--- config.mk ---
export PLATFORM = sky130hd
export DESIGN_NAME = pom_obs_mux
export DESIGN_NICKNAME = d
export VERILOG_FILES = /design/src/core/pom_pkg.sv /design/src/core/pom_aux_clk.sv /design/src/core/pom_obs_mux.sv
export SDC_FILE = /design/constraint.sdc
export NUM_CORES = 1
export LEC_CHECK = 0
export BUFFER_PORTS_ARGS = -buffer_cell sky130_fd_sc_hd__buf_2
export CAP_MARGIN = 20
export CORE_MARGIN = 3
export CORE_UTILIZATION = 45
export DETAILED_ROUTE_END_ITERATION = 10
export PLACE_DENSITY_LB_ADDON = 0.12
export SETUP_SLACK_MARGIN = 0.1
export SLEW_MARGIN = 20
export SYNTH_ARGS = -nofsm -noshare
export SYNTH_HDL_FRONTEND = slang
export SYNTH_SLANG_ARGS = --single-unit
--- constraint.sdc ---
create_clock -name clock -period 2.3 [get_ports clock]
set_clock_uncertainty 0.1 [all_clocks]
set_input_delay 0.69 -clock clock [delete_from_list [all_inputs] [get_ports clock]]
set_output_delay 0.69 -clock clock [all_outputs]
set_load 0.05 [all_outputs]
--- src/core/pom_pkg.sv ---
package pom_pkg;

    // =========================================================
    // register port map
    // =========================================================
    localparam logic [7:0] ADDR_VIEW_CFG = 8'h00;
    localparam logic [7:0] ADDR_PFD_CFG = 8'h04;
    localparam logic [7:0] ADDR_AUX_CFG = 8'h08;
    localparam logic [7:0] ADDR_FRAC = 8'h0c;
    localparam logic [7:0] ADDR_STATUS = 8'h10;

    // =========================================================
    // field positions
    // =========================================================
    localparam int SEL_LSB = 0;
    localparam int SEL_W = 4;
    localparam int GPDATA_LSB = 4;
    localparam int GPDATA_W = 3;
    localparam int POL_BIT = 0;
    localparam int UP_PASS_BIT = 1;
    localparam int DN_PASS_BIT = 2;
    localparam int AUX_DLY_LSB = 2;
    localparam int AUX_DLY_W = 2;
    localparam int AUX_DIV_LSB = 4;
    localparam int AUX_DIV_W = 3;
    localparam int FRAC_W = 24;

    // =========================================================
    // reset values
    // =========================================================
    localparam logic [3:0] SEL_RST = 4'h0;
    localparam logic [2:0] PFD_RST = 3'h6;
    localparam logic [6:0] AUX_RST = 7'h00;

    // =========================================================
    // view select codes
    // =========================================================
    localparam logic [3:0] SEL_GPDATA = 4'h0;
    localparam logic [3:0] SEL_REFPATH = 4'h1;
    localparam logic [3:0] SEL_LOCKWIN = 4'h2;
    localparam logic [3:0] SEL_SLIP = 4'h3;
    localparam logic [3:0] SEL_FRACSTB = 4'h4;
    localparam logic [3:0] SEL_ACCUM = 4'h6;
    localparam logic [3:0] SEL_AUXOSC = 4'h7;
    localparam logic [3:0] SEL_MODOUT = 4'ha;

    // =========================================================
    // frac strobe sequencer states
    // =========================================================
    typedef enum logic [1:0] {
        POM_FS_IDLE = 2'b00,
        POM_FS_SYNC = 2'b01,
        POM_FS_PULSE = 2'b11
    } pom_fs_state_t;

endpackage : pom_pkg

--- src/core/pom_aux_clk.sv ---
`timescale 1ns/10ps
// auxiliary clock shaper: delay tap then optional even divide
module pom_aux_clk (
    input wire logic clock,
    input wire logic reset_n,
    input wire logic aux_in,
    input wire logic [1:0] dly_mode,
    input wire logic [2:0] div_sel,
    output logic aux_out
);
    logic [3:0] dly_ff;
    logic dly_tap;
    logic [3:0] cnt_ff;
    logic div_ff;
    logic [3:0] half;

    // =========================================================
    // delay line
    // =========================================================
    // shift register gives 1 to 4 cycle delay
    always_ff @(posedge clock) begin
        if (!reset_n) begin
            dly_ff <= 4'h0;
        end else begin
            dly_ff <= {dly_ff[2:0], aux_in};
        end
    end

    always_comb begin
        dly_tap = dly_ff[dly_mode];
    end

    // =========================================================
    // even divider
    // =========================================================
    // div_sel 0 bypasses, k gives ratio 2k: toggle every k rising edges of tap
    always_comb begin
        half = {1'b0, div_sel};
    end

    logic tap_q_ff;
    always_ff @(posedge clock) begin
        if (!reset_n) begin
            tap_q_ff <= 1'b0;
            cnt_ff <= 4'h0;
            div_ff <= 1'b0;
        end else begin
            tap_q_ff <= dly_tap;
            if (dly_tap && !tap_q_ff) begin
                if (cnt_ff + 4'h1 >= half) begin
                    cnt_ff <= 4'h0;
                    div_ff <= ~div_ff;
                end else begin
                    cnt_ff <= cnt_ff + 4'h1;
                end
            end
        end
    end

    // output select, registered
    always_ff @(posedge clock) begin
        if (!reset_n) begin
            aux_out <= 1'b0;
        end else begin
            aux_out <= (div_sel == 3'h0) ? dly_tap : div_ff;
        end
    end

endmodule : pom_aux_clk

--- src/core/pom_obs_mux.sv ---
`timescale 1ns/10ps
module pom_obs_mux (
    input wire logic clock,
    input wire logic reset_n,
    // register port
    input wire logic [7:0] reg_addr,
    input wire logic [31:0] reg_wdata,
    input wire logic reg_wr,
    input wire logic reg_rd,
    output logic [31:0] reg_rdata,
    // internal observed signals, pin-side ones are asynchronous
    input wire logic xtal_in,
    input wire logic sine_ref_in,
    input wire logic ref_div_in,
    input wire logic prescaler_in,
    input wire logic lock_window_in,
    input wire logic pfd_up_raw,
    input wire logic pfd_dn_raw,
    input wire logic ref_faster_in,
    input wire logic vco_faster_in,
    input wire logic vco_locked_in,
    input wire logic ring_osc_in,
    input wire logic mod_clk_in,
    input wire logic aux_src_in,
    input wire logic [2:0] accum_msb_in,
    input wire logic [2:0] mod_out_in,
    // outputs
    output logic view_pin_1,
    output logic view_pin_2,
    output logic view_pin_3,
    output logic pump_up,
    output logic pump_dn,
    output logic pump_tristate,
    output logic frac_update,
    output logic [23:0] frac_value
);
    // =========================================================
    // three-stage synchroniser function
    // =========================================================
    // accept a change once stages two and three agree
    function automatic logic sync_pick(input logic [2:0] s, input logic held);
        sync_pick = (s[1] == s[2]) ? s[2] : held;
    endfunction : sync_pick

    localparam int NSYNC = 12;
    logic [NSYNC-1:0] raw_in;
    logic [NSYNC-1:0] s1_ff;
    logic [NSYNC-1:0] s2_ff;
    logic [NSYNC-1:0] s3_ff;
    logic [NSYNC-1:0] clean_ff;

    // gather the pin-rate inputs into one vector for the synchroniser
    assign raw_in = {xtal_in, sine_ref_in, ref_div_in, prescaler_in, lock_window_in, pfd_up_raw,
                     pfd_dn_raw, ref_faster_in, vco_faster_in, vco_locked_in, ring_osc_in, mod_clk_in};

    // synchronise pin-rate inputs
    always_ff @(posedge clock) begin
        if (!reset_n) begin
            s1_ff <= '0;
            s2_ff <= '0;
            s3_ff <= '0;
            clean_ff <= '0;
        end else begin
            s1_ff <= raw_in;
            s2_ff <= s1_ff;
            s3_ff <= s2_ff;
            for (int i = 0; i < NSYNC; i++) begin
                clean_ff[i] <= sync_pick({s3_ff[i], s2_ff[i], 1'b0}, clean_ff[i]);
            end
        end
    end

    logic c_xtal;
    logic c_sine;
    logic c_refdiv;
    logic c_presc;
    logic c_lockwin;
    logic c_up;
    logic c_dn;
    logic c_reffast;
    logic c_vcofast;
    logic c_locked;
    logic c_ring;
    logic c_modclk;
    // clean copies under their own names
    assign {c_xtal, c_sine, c_refdiv, c_presc, c_lockwin, c_up, c_dn,
            c_reffast, c_vcofast, c_locked, c_ring, c_modclk} = clean_ff;

    // =========================================================
    // configuration registers
    // =========================================================
    logic [3:0] sel_ff;
    logic [2:0] gpdata_ff;
    logic [2:0] pfd_ff;
    logic [6:0] aux_ff;
    logic [23:0] frac_ff;
    logic frac_wr;

    // strobe qualified by one register address
    function automatic logic addr_hit(input logic strobe, input logic [7:0] addr, input logic [7:0] reg_at);
        addr_hit = strobe && (addr == reg_at);
    endfunction : addr_hit

    // write to the fractional word starts a strobe request
    assign frac_wr = addr_hit(reg_wr, reg_addr, pom_pkg::ADDR_FRAC);

    // view select and general output data
    always_ff @(posedge clock) begin
        if (!reset_n) begin
            sel_ff <= pom_pkg::SEL_RST;
            gpdata_ff <= 3'h0;
        end else if (addr_hit(reg_wr, reg_addr, pom_pkg::ADDR_VIEW_CFG)) begin
            sel_ff <= reg_wdata[pom_pkg::SEL_LSB +: pom_pkg::SEL_W];
            gpdata_ff <= reg_wdata[pom_pkg::GPDATA_LSB +: pom_pkg::GPDATA_W];
        end
    end

    // detector polarity and pass bits
    always_ff @(posedge clock) begin
        if (!reset_n) begin
            pfd_ff <= pom_pkg::PFD_RST;
        end else if (addr_hit(reg_wr, reg_addr, pom_pkg::ADDR_PFD_CFG)) begin
            pfd_ff <= reg_wdata[2:0];
        end
    end

    // auxiliary clock configuration
    always_ff @(posedge clock) begin
        if (!reset_n) begin
            aux_ff <= pom_pkg::AUX_RST;
        end else if (addr_hit(reg_wr, reg_addr, pom_pkg::ADDR_AUX_CFG)) begin
            aux_ff <= reg_wdata[6:0];
        end
    end

    // fractional frequency word
    always_ff @(posedge clock) begin
        if (!reset_n) begin
            frac_ff <= '0;
        end else if (frac_wr) begin
            frac_ff <= reg_wdata[pom_pkg::FRAC_W-1:0];
        end
    end

    // =========================================================
    // fractional update strobe
    // =========================================================
    // write is held until the next rising edge of the reference divider
    pom_pkg::pom_fs_state_t fs_ff;
    logic refdiv_q_ff;
    logic ref_rise;
    logic fs_fire;
    logic again_ff;
    assign ref_rise = c_refdiv && !refdiv_q_ff;
    // strobe fires on the first reference rise while a write waits
    assign fs_fire = (fs_ff == pom_pkg::POM_FS_SYNC) && ref_rise;

    // previous level of the reference divider for edge detection
    always_ff @(posedge clock) begin
        if (!reset_n) begin
            refdiv_q_ff <= 1'b0;
        end else begin
            refdiv_q_ff <= c_refdiv;
        end
    end

    // a write on the strobe edge latched too late, so it still owes a strobe
    always_ff @(posedge clock) begin
        if (!reset_n) begin
            again_ff <= 1'b0;
        end else begin
            again_ff <= fs_fire && frac_wr;
        end
    end

    // strobe sequencer: wait for reference rise, then pulse
    always_ff @(posedge clock) begin
        if (!reset_n) begin
            fs_ff <= pom_pkg::POM_FS_IDLE;
        end else begin
            case (fs_ff)
                pom_pkg::POM_FS_IDLE: begin
                    if (frac_wr) begin
                        fs_ff <= pom_pkg::POM_FS_SYNC;
                    end
                end
                pom_pkg::POM_FS_SYNC: begin
                    if (ref_rise) begin
                        fs_ff <= pom_pkg::POM_FS_PULSE;
                    end
                end
                pom_pkg::POM_FS_PULSE: begin
                    fs_ff <= (frac_wr || again_ff) ? pom_pkg::POM_FS_SYNC : pom_pkg::POM_FS_IDLE;
                end
                default: begin
                    fs_ff <= pom_pkg::POM_FS_IDLE;
                end
            endcase
        end
    end

    // update strobe and latched word to the modulator
    always_ff @(posedge clock) begin
        if (!reset_n) begin
            frac_update <= 1'b0;
            frac_value <= '0;
        end else begin
            frac_update <= fs_fire;
            if (fs_fire) begin
                frac_value <= frac_ff;
            end
        end
    end

    logic fs_pulse;
    // one-cycle copy of the strobe for the observation pin
    assign fs_pulse = (fs_ff == pom_pkg::POM_FS_PULSE);

    // =========================================================
    // detector polarity and masking
    // =========================================================
    logic up_pol;
    logic dn_pol;
    logic up_m;
    logic dn_m;
    // swap sense first, then apply the pass masks
    always_comb begin
        up_pol = pfd_ff[pom_pkg::POL_BIT] ? c_dn : c_up;
        dn_pol = pfd_ff[pom_pkg::POL_BIT] ? c_up : c_dn;
        up_m = up_pol && pfd_ff[pom_pkg::UP_PASS_BIT];
        dn_m = dn_pol && pfd_ff[pom_pkg::DN_PASS_BIT];
    end

    // charge pump drive
    always_ff @(posedge clock) begin
        if (!reset_n) begin
            pump_up <= 1'b0;
            pump_dn <= 1'b0;
            pump_tristate <= 1'b0;
        end else begin
            pump_up <= up_m;
            pump_dn <= dn_m;
            pump_tristate <= !pfd_ff[pom_pkg::UP_PASS_BIT] && !pfd_ff[pom_pkg::DN_PASS_BIT];
        end
    end

    // =========================================================
    // slip guard observation
    // =========================================================
    // max-gain hold stays up from first slip until lock
    logic slip_guard_hold_ff;
    always_ff @(posedge clock) begin
        if (!reset_n) begin
            slip_guard_hold_ff <= 1'b0;
        end else if (c_reffast || c_vcofast) begin
            slip_guard_hold_ff <= 1'b1;
        end else if (c_locked) begin
            slip_guard_hold_ff <= 1'b0;
        end
    end

    // =========================================================
    // auxiliary clock
    // =========================================================
    logic aux_clk;
    pom_aux_clk u_aux (
        .clock(clock),
        .reset_n(reset_n),
        .aux_in(aux_src_in),
        .dly_mode(aux_ff[pom_pkg::AUX_DLY_LSB +: pom_pkg::AUX_DLY_W]),
        .div_sel(aux_ff[pom_pkg::AUX_DIV_LSB +: pom_pkg::AUX_DIV_W]),
        .aux_out(aux_clk)
    );

    // =========================================================
    // view pin multiplexer
    // =========================================================
    logic [2:0] nxt_view; // {pin3, pin2, pin1}
    // pick the signal group for the current view select
    always_comb begin
        case (sel_ff)
            pom_pkg::SEL_GPDATA: nxt_view = gpdata_ff;
            pom_pkg::SEL_REFPATH: nxt_view = {c_xtal, c_refdiv, c_presc};
            pom_pkg::SEL_LOCKWIN: nxt_view = {up_m, dn_m, c_lockwin};
            pom_pkg::SEL_SLIP: nxt_view = {c_reffast, c_vcofast, slip_guard_hold_ff};
            pom_pkg::SEL_FRACSTB: nxt_view = {c_sine, c_refdiv, fs_pulse};
            pom_pkg::SEL_ACCUM: nxt_view = accum_msb_in;
            pom_pkg::SEL_AUXOSC: nxt_view = {aux_clk, c_ring, c_modclk};
            pom_pkg::SEL_MODOUT: nxt_view = mod_out_in;
            default: nxt_view = 3'h0;
        endcase
    end

    // register the pins so they leave straight from flip-flops
    always_ff @(posedge clock) begin
        if (!reset_n) begin
            view_pin_1 <= 1'b0;
            view_pin_2 <= 1'b0;
            view_pin_3 <= 1'b0;
        end else begin
            view_pin_1 <= nxt_view[0];
            view_pin_2 <= nxt_view[1];
            view_pin_3 <= nxt_view[2];
        end
    end

    // =========================================================
    // register read
    // =========================================================
    // read data stands for one cycle after the strobe, zero otherwise
    always_ff @(posedge clock) begin
        if (!reset_n) begin
            reg_rdata <= 32'h0;
        end else if (reg_rd) begin
            case (reg_addr)
                pom_pkg::ADDR_VIEW_CFG: reg_rdata <= {25'h0, gpdata_ff, sel_ff};
                pom_pkg::ADDR_PFD_CFG: reg_rdata <= {29'h0, pfd_ff};
                pom_pkg::ADDR_AUX_CFG: reg_rdata <= {25'h0, aux_ff};
                pom_pkg::ADDR_FRAC: reg_rdata <= {8'h0, frac_ff};
                pom_pkg::ADDR_STATUS: reg_rdata <= {28'h0, slip_guard_hold_ff, fs_ff, pump_tristate};
                default: reg_rdata <= 32'h0;
            endcase
        end else begin
            reg_rdata <= 32'h0;
        end
    end

endmodule : pom_obs_mux

==> results.sh <==
export IMPL_syn_avg_cell_area_um2=9.55
export IMPL_max_slew_margin_rel=0.614
export IMPL_cp_max_fo=34
export IMPL_drtIter0Drc=286
export IMPL_post_cts_buffers=0
export IMPL_synth_seq_area_share=0.546
export IMPL_dr_pass1_iters=4
export IMPL_synthFlopType="dfxtp_1"
export IMPL_period_share=0.938
export IMPL_cp_required_ns=2.50
export IMPL_numCtsBuffers=17
export IMPL_overflow=0
export IMPL_die_x_um=120
export IMPL_drive_gt1_frac=0.242
export IMPL_ys_warn_count=0
export IMPL_root_buffer="clkbuf_16"
export IMPL_period_needed_ns=2.16
export IMPL_worst_slack_ns=0.142
export IMPL_hold_violations=0
export IMPL_final_net_count=789
export IMPL_end_kind="register"
export IMPL_synth_top_area_share=0.546
export IMPL_setup_viol=0
export IMPL_dpl_instance_area_um2=6630
export IMPL_min_from="s1_ff[11]"
export IMPL_antenna_found_initial=0
export IMPL_row_count=41
export IMPL_arrival_ns=2.35
export IMPL_pwr_share_seq=0.480
export IMPL_grt_usage=0.185
export IMPL_cap_violations=0
export IMPL_p_leak_nw=2.94
export IMPL_clk_insertion_delay_late_ns=0.42
export IMPL_synth_area_leaders="dfxtp_1 55%, and2_1 6.5%, nand2_1 6.4%, a21boi_0 4.6%, nand3_1 3.5%"
export IMPL_clk_pin_slew_ns=0.06
export IMPL_clockBufferDepth=2
export IMPL_rsz0062_at_grt="no"
export IMPL_r2r_start="u_aux.cnt_ff[0]"
export IMPL_cts_resized_gates=0
export IMPL_yosys_area_top_type="dfxtp_1"
export IMPL_ys_ff_latch=160
export IMPL_pwr_density_cell_nw_per_um2=813
export IMPL_p_int_w=0.00463
export IMPL_syn_inst=614
export IMPL_cts_sinks=160
export IMPL_synthDistinctLibCells=52
export IMPL_io_buffers=109
export IMPL_vias=4503
export IMPL_antenna_cells=0
export IMPL_start_util=0.463
export IMPL_min_path_type="register to register"
export IMPL_grt_pass1_wl_mm=20.9
export IMPL_core_area_um2=12700
export IMPL_regToRegSetupSlack_ns=0.31
export IMPL_crit_type="primary input to register"
export IMPL_fin_cells=907
export IMPL_power_switching_w=0.00125
export IMPL_gp_congestion=0.820
export IMPL_critPathLaunchType="primary input"
export IMPL_wl_per_cell_um=14.0
export IMPL_syn_to_final_growth_pct=23.3
export IMPL_p_clk_frac=0.482
export IMPL_place_inst=875
export IMPL_io_pins=126
export IMPL_fmax_mhz=463
export IMPL_async_flop_share=0
export IMPL_wirelength_mm=12.7
export IMPL_cts_hold_buf=0
export IMPL_final_antenna_net_count=0
export IMPL_status="completed"
export IMPL_fin_area_um2=7230
export IMPL_grt_pass1_vias=4324
export IMPL_grt_max_degree=88
export IMPL_cts_tree="yes"
export IMPL_synth_edf_count=0
export IMPL_tightest_slew_ns=0.579
export IMPL_place_ws_ns=-0.289
export IMPL_dpl_hpwl_mm=8.80
export IMPL_max_vdd_ir_drop_uv=522
export IMPL_htree_levels=4
export IMPL_die_area_um2=14400
export IMPL_slew_viol_final=0
export IMPL_switching_share=0.213
export IMPL_n_fill_cell=1158
export IMPL_p_comb_frac=0.038
export IMPL_crit_start="reg_addr[0]"
export IMPL_die_h_um=120
export IMPL_synth_area_um2=5860
export IMPL_drcViolationCount=0
export IMPL_viasPerCell=4.96
synthesized netlist by cell type (all sizes together), types with 2 or more instances:
library cell and number:
mux4 4, nor3 2, xor2 4, buf 20, dfxtp 160, nor3b 5, nand2b 8, nor2 12
nand2 100, nor4bb 2, or3b 2, or4 2, a211oi 2, nand4bb 2, and2 61, a31o 2
and3 4, nor2b 6, nand3b 3, nand3 41, mux2i 14, ha 4, o21ai 48, a21boi 36
a22oi 5, mux2 3, inv 5, clkbuf 29, a21oi 11
logic make-up (layout without fill, tap and decap cells):
family | after synthesis | count (layout) | share of synthesized area
AO/OA/AOI/OAI | 115 | 115 | 0.124
XOR/XNOR | 5 | 5 | 0.00747
flip-flops | 160 | 160 | 0.546
adder cells (fa/ha/maj) | 4 | 4 | 0.00854
buffers and inverters | 54 | 168 | 0.0425
AND/OR/NAND/NOR | 254 | 254 | 0.225
other | 1 | 8 | 0.000640
multiplexers | 21 | 21 | 0.0450
power by group through the flow:
stage / clock network, W / logic, W / registers [W]
after detailed placement: 0 / 0.000224 / 0.00288
final: 0.00284 / 0.000223 / 0.00282
after global routing: 0.00303 / 0.000247 / 0.00282
after floorplan: 0 / 0.000150 / 0.00288
after CTS: 0.00289 / 0.000225 / 0.00282
after global placement: 0 / 0.000220 / 0.00288
flip-flops by register name, summed over array words and instances (netlist names), 7 cells and up:
name and count:
clean_ff 12, s1_ff 12, s3_ff 12, aux_ff 7, frac_ff 24, s2_ff 12, frac_value 24, reg_rdata 24
layout make-up:
class / instances / area, µm² / share of cell area
multi-input cells: 407 / 2450 / 0.339
inverters: 5 / 18.8 / 0.00260
clock buffers: 18 / 439 / 0.0607
flip-flops and latches: 160 / 3200 / 0.443
clock inverters: 14 / 164 / 0.0227
repair buffers: 131 / 738 / 0.102
well taps: 172 / 215 / 0.0298
worst paths after layout:
path	endpoint	cells after the start
worst min-delay path	s2_ff[11]	1
worst max-delay path	frac_ff[20]	6
worst max register to register	u_aux.div_ff	6
worst min register to register	s2_ff[11]	1
worst max-delay path: stages:
cell and delay (ns):
buf_2 0.10, or4_4 0.54, or4b_1 0.56, buf_4 0.27, nand3_1 0.12, o21ai_1 0.07
per-stage QoR:
stage	hold WS (ns)	setup TNS, ns	util	power [W]
2_1_floorplan	0.312	-2.53	-	0.00303
3_3_place_gp	0.315	-8.30	0.523	0.00310
3_5_place_dp	0.320	-9.40	0.523	0.00311
4_1_cts	0.333	0	0.571	0.00594
5_1_grt	0.342	0	0.571	0.00610
6_report	0.330	0	0.571	0.00588
layout by cell type (no fill, tap or decap), types with 14 or more instances in the layout:
cell type  synthesis  routed
dfxtp_1          160     160
buf_2              7     108
nand2_1          100     100
and2_1            61      61
nand3_1           41      41
a21boi_0          36      36
o21ai_0           24      24
o21ai_1           24      24
buf_4              8      21
clkbuf_16          0      17
mux2i_1           14      14
layer usage:
layer	GRT usage	wire length (µm)	up-vias
met2	0.294	5710	137
li1	-	-	2273
met1	0.234	5910	2074
met5	0	0	-
met3	0.0608	887	19
met4	0.0694	205	0
No activity file was read; power rests on OpenSTA's default activity.
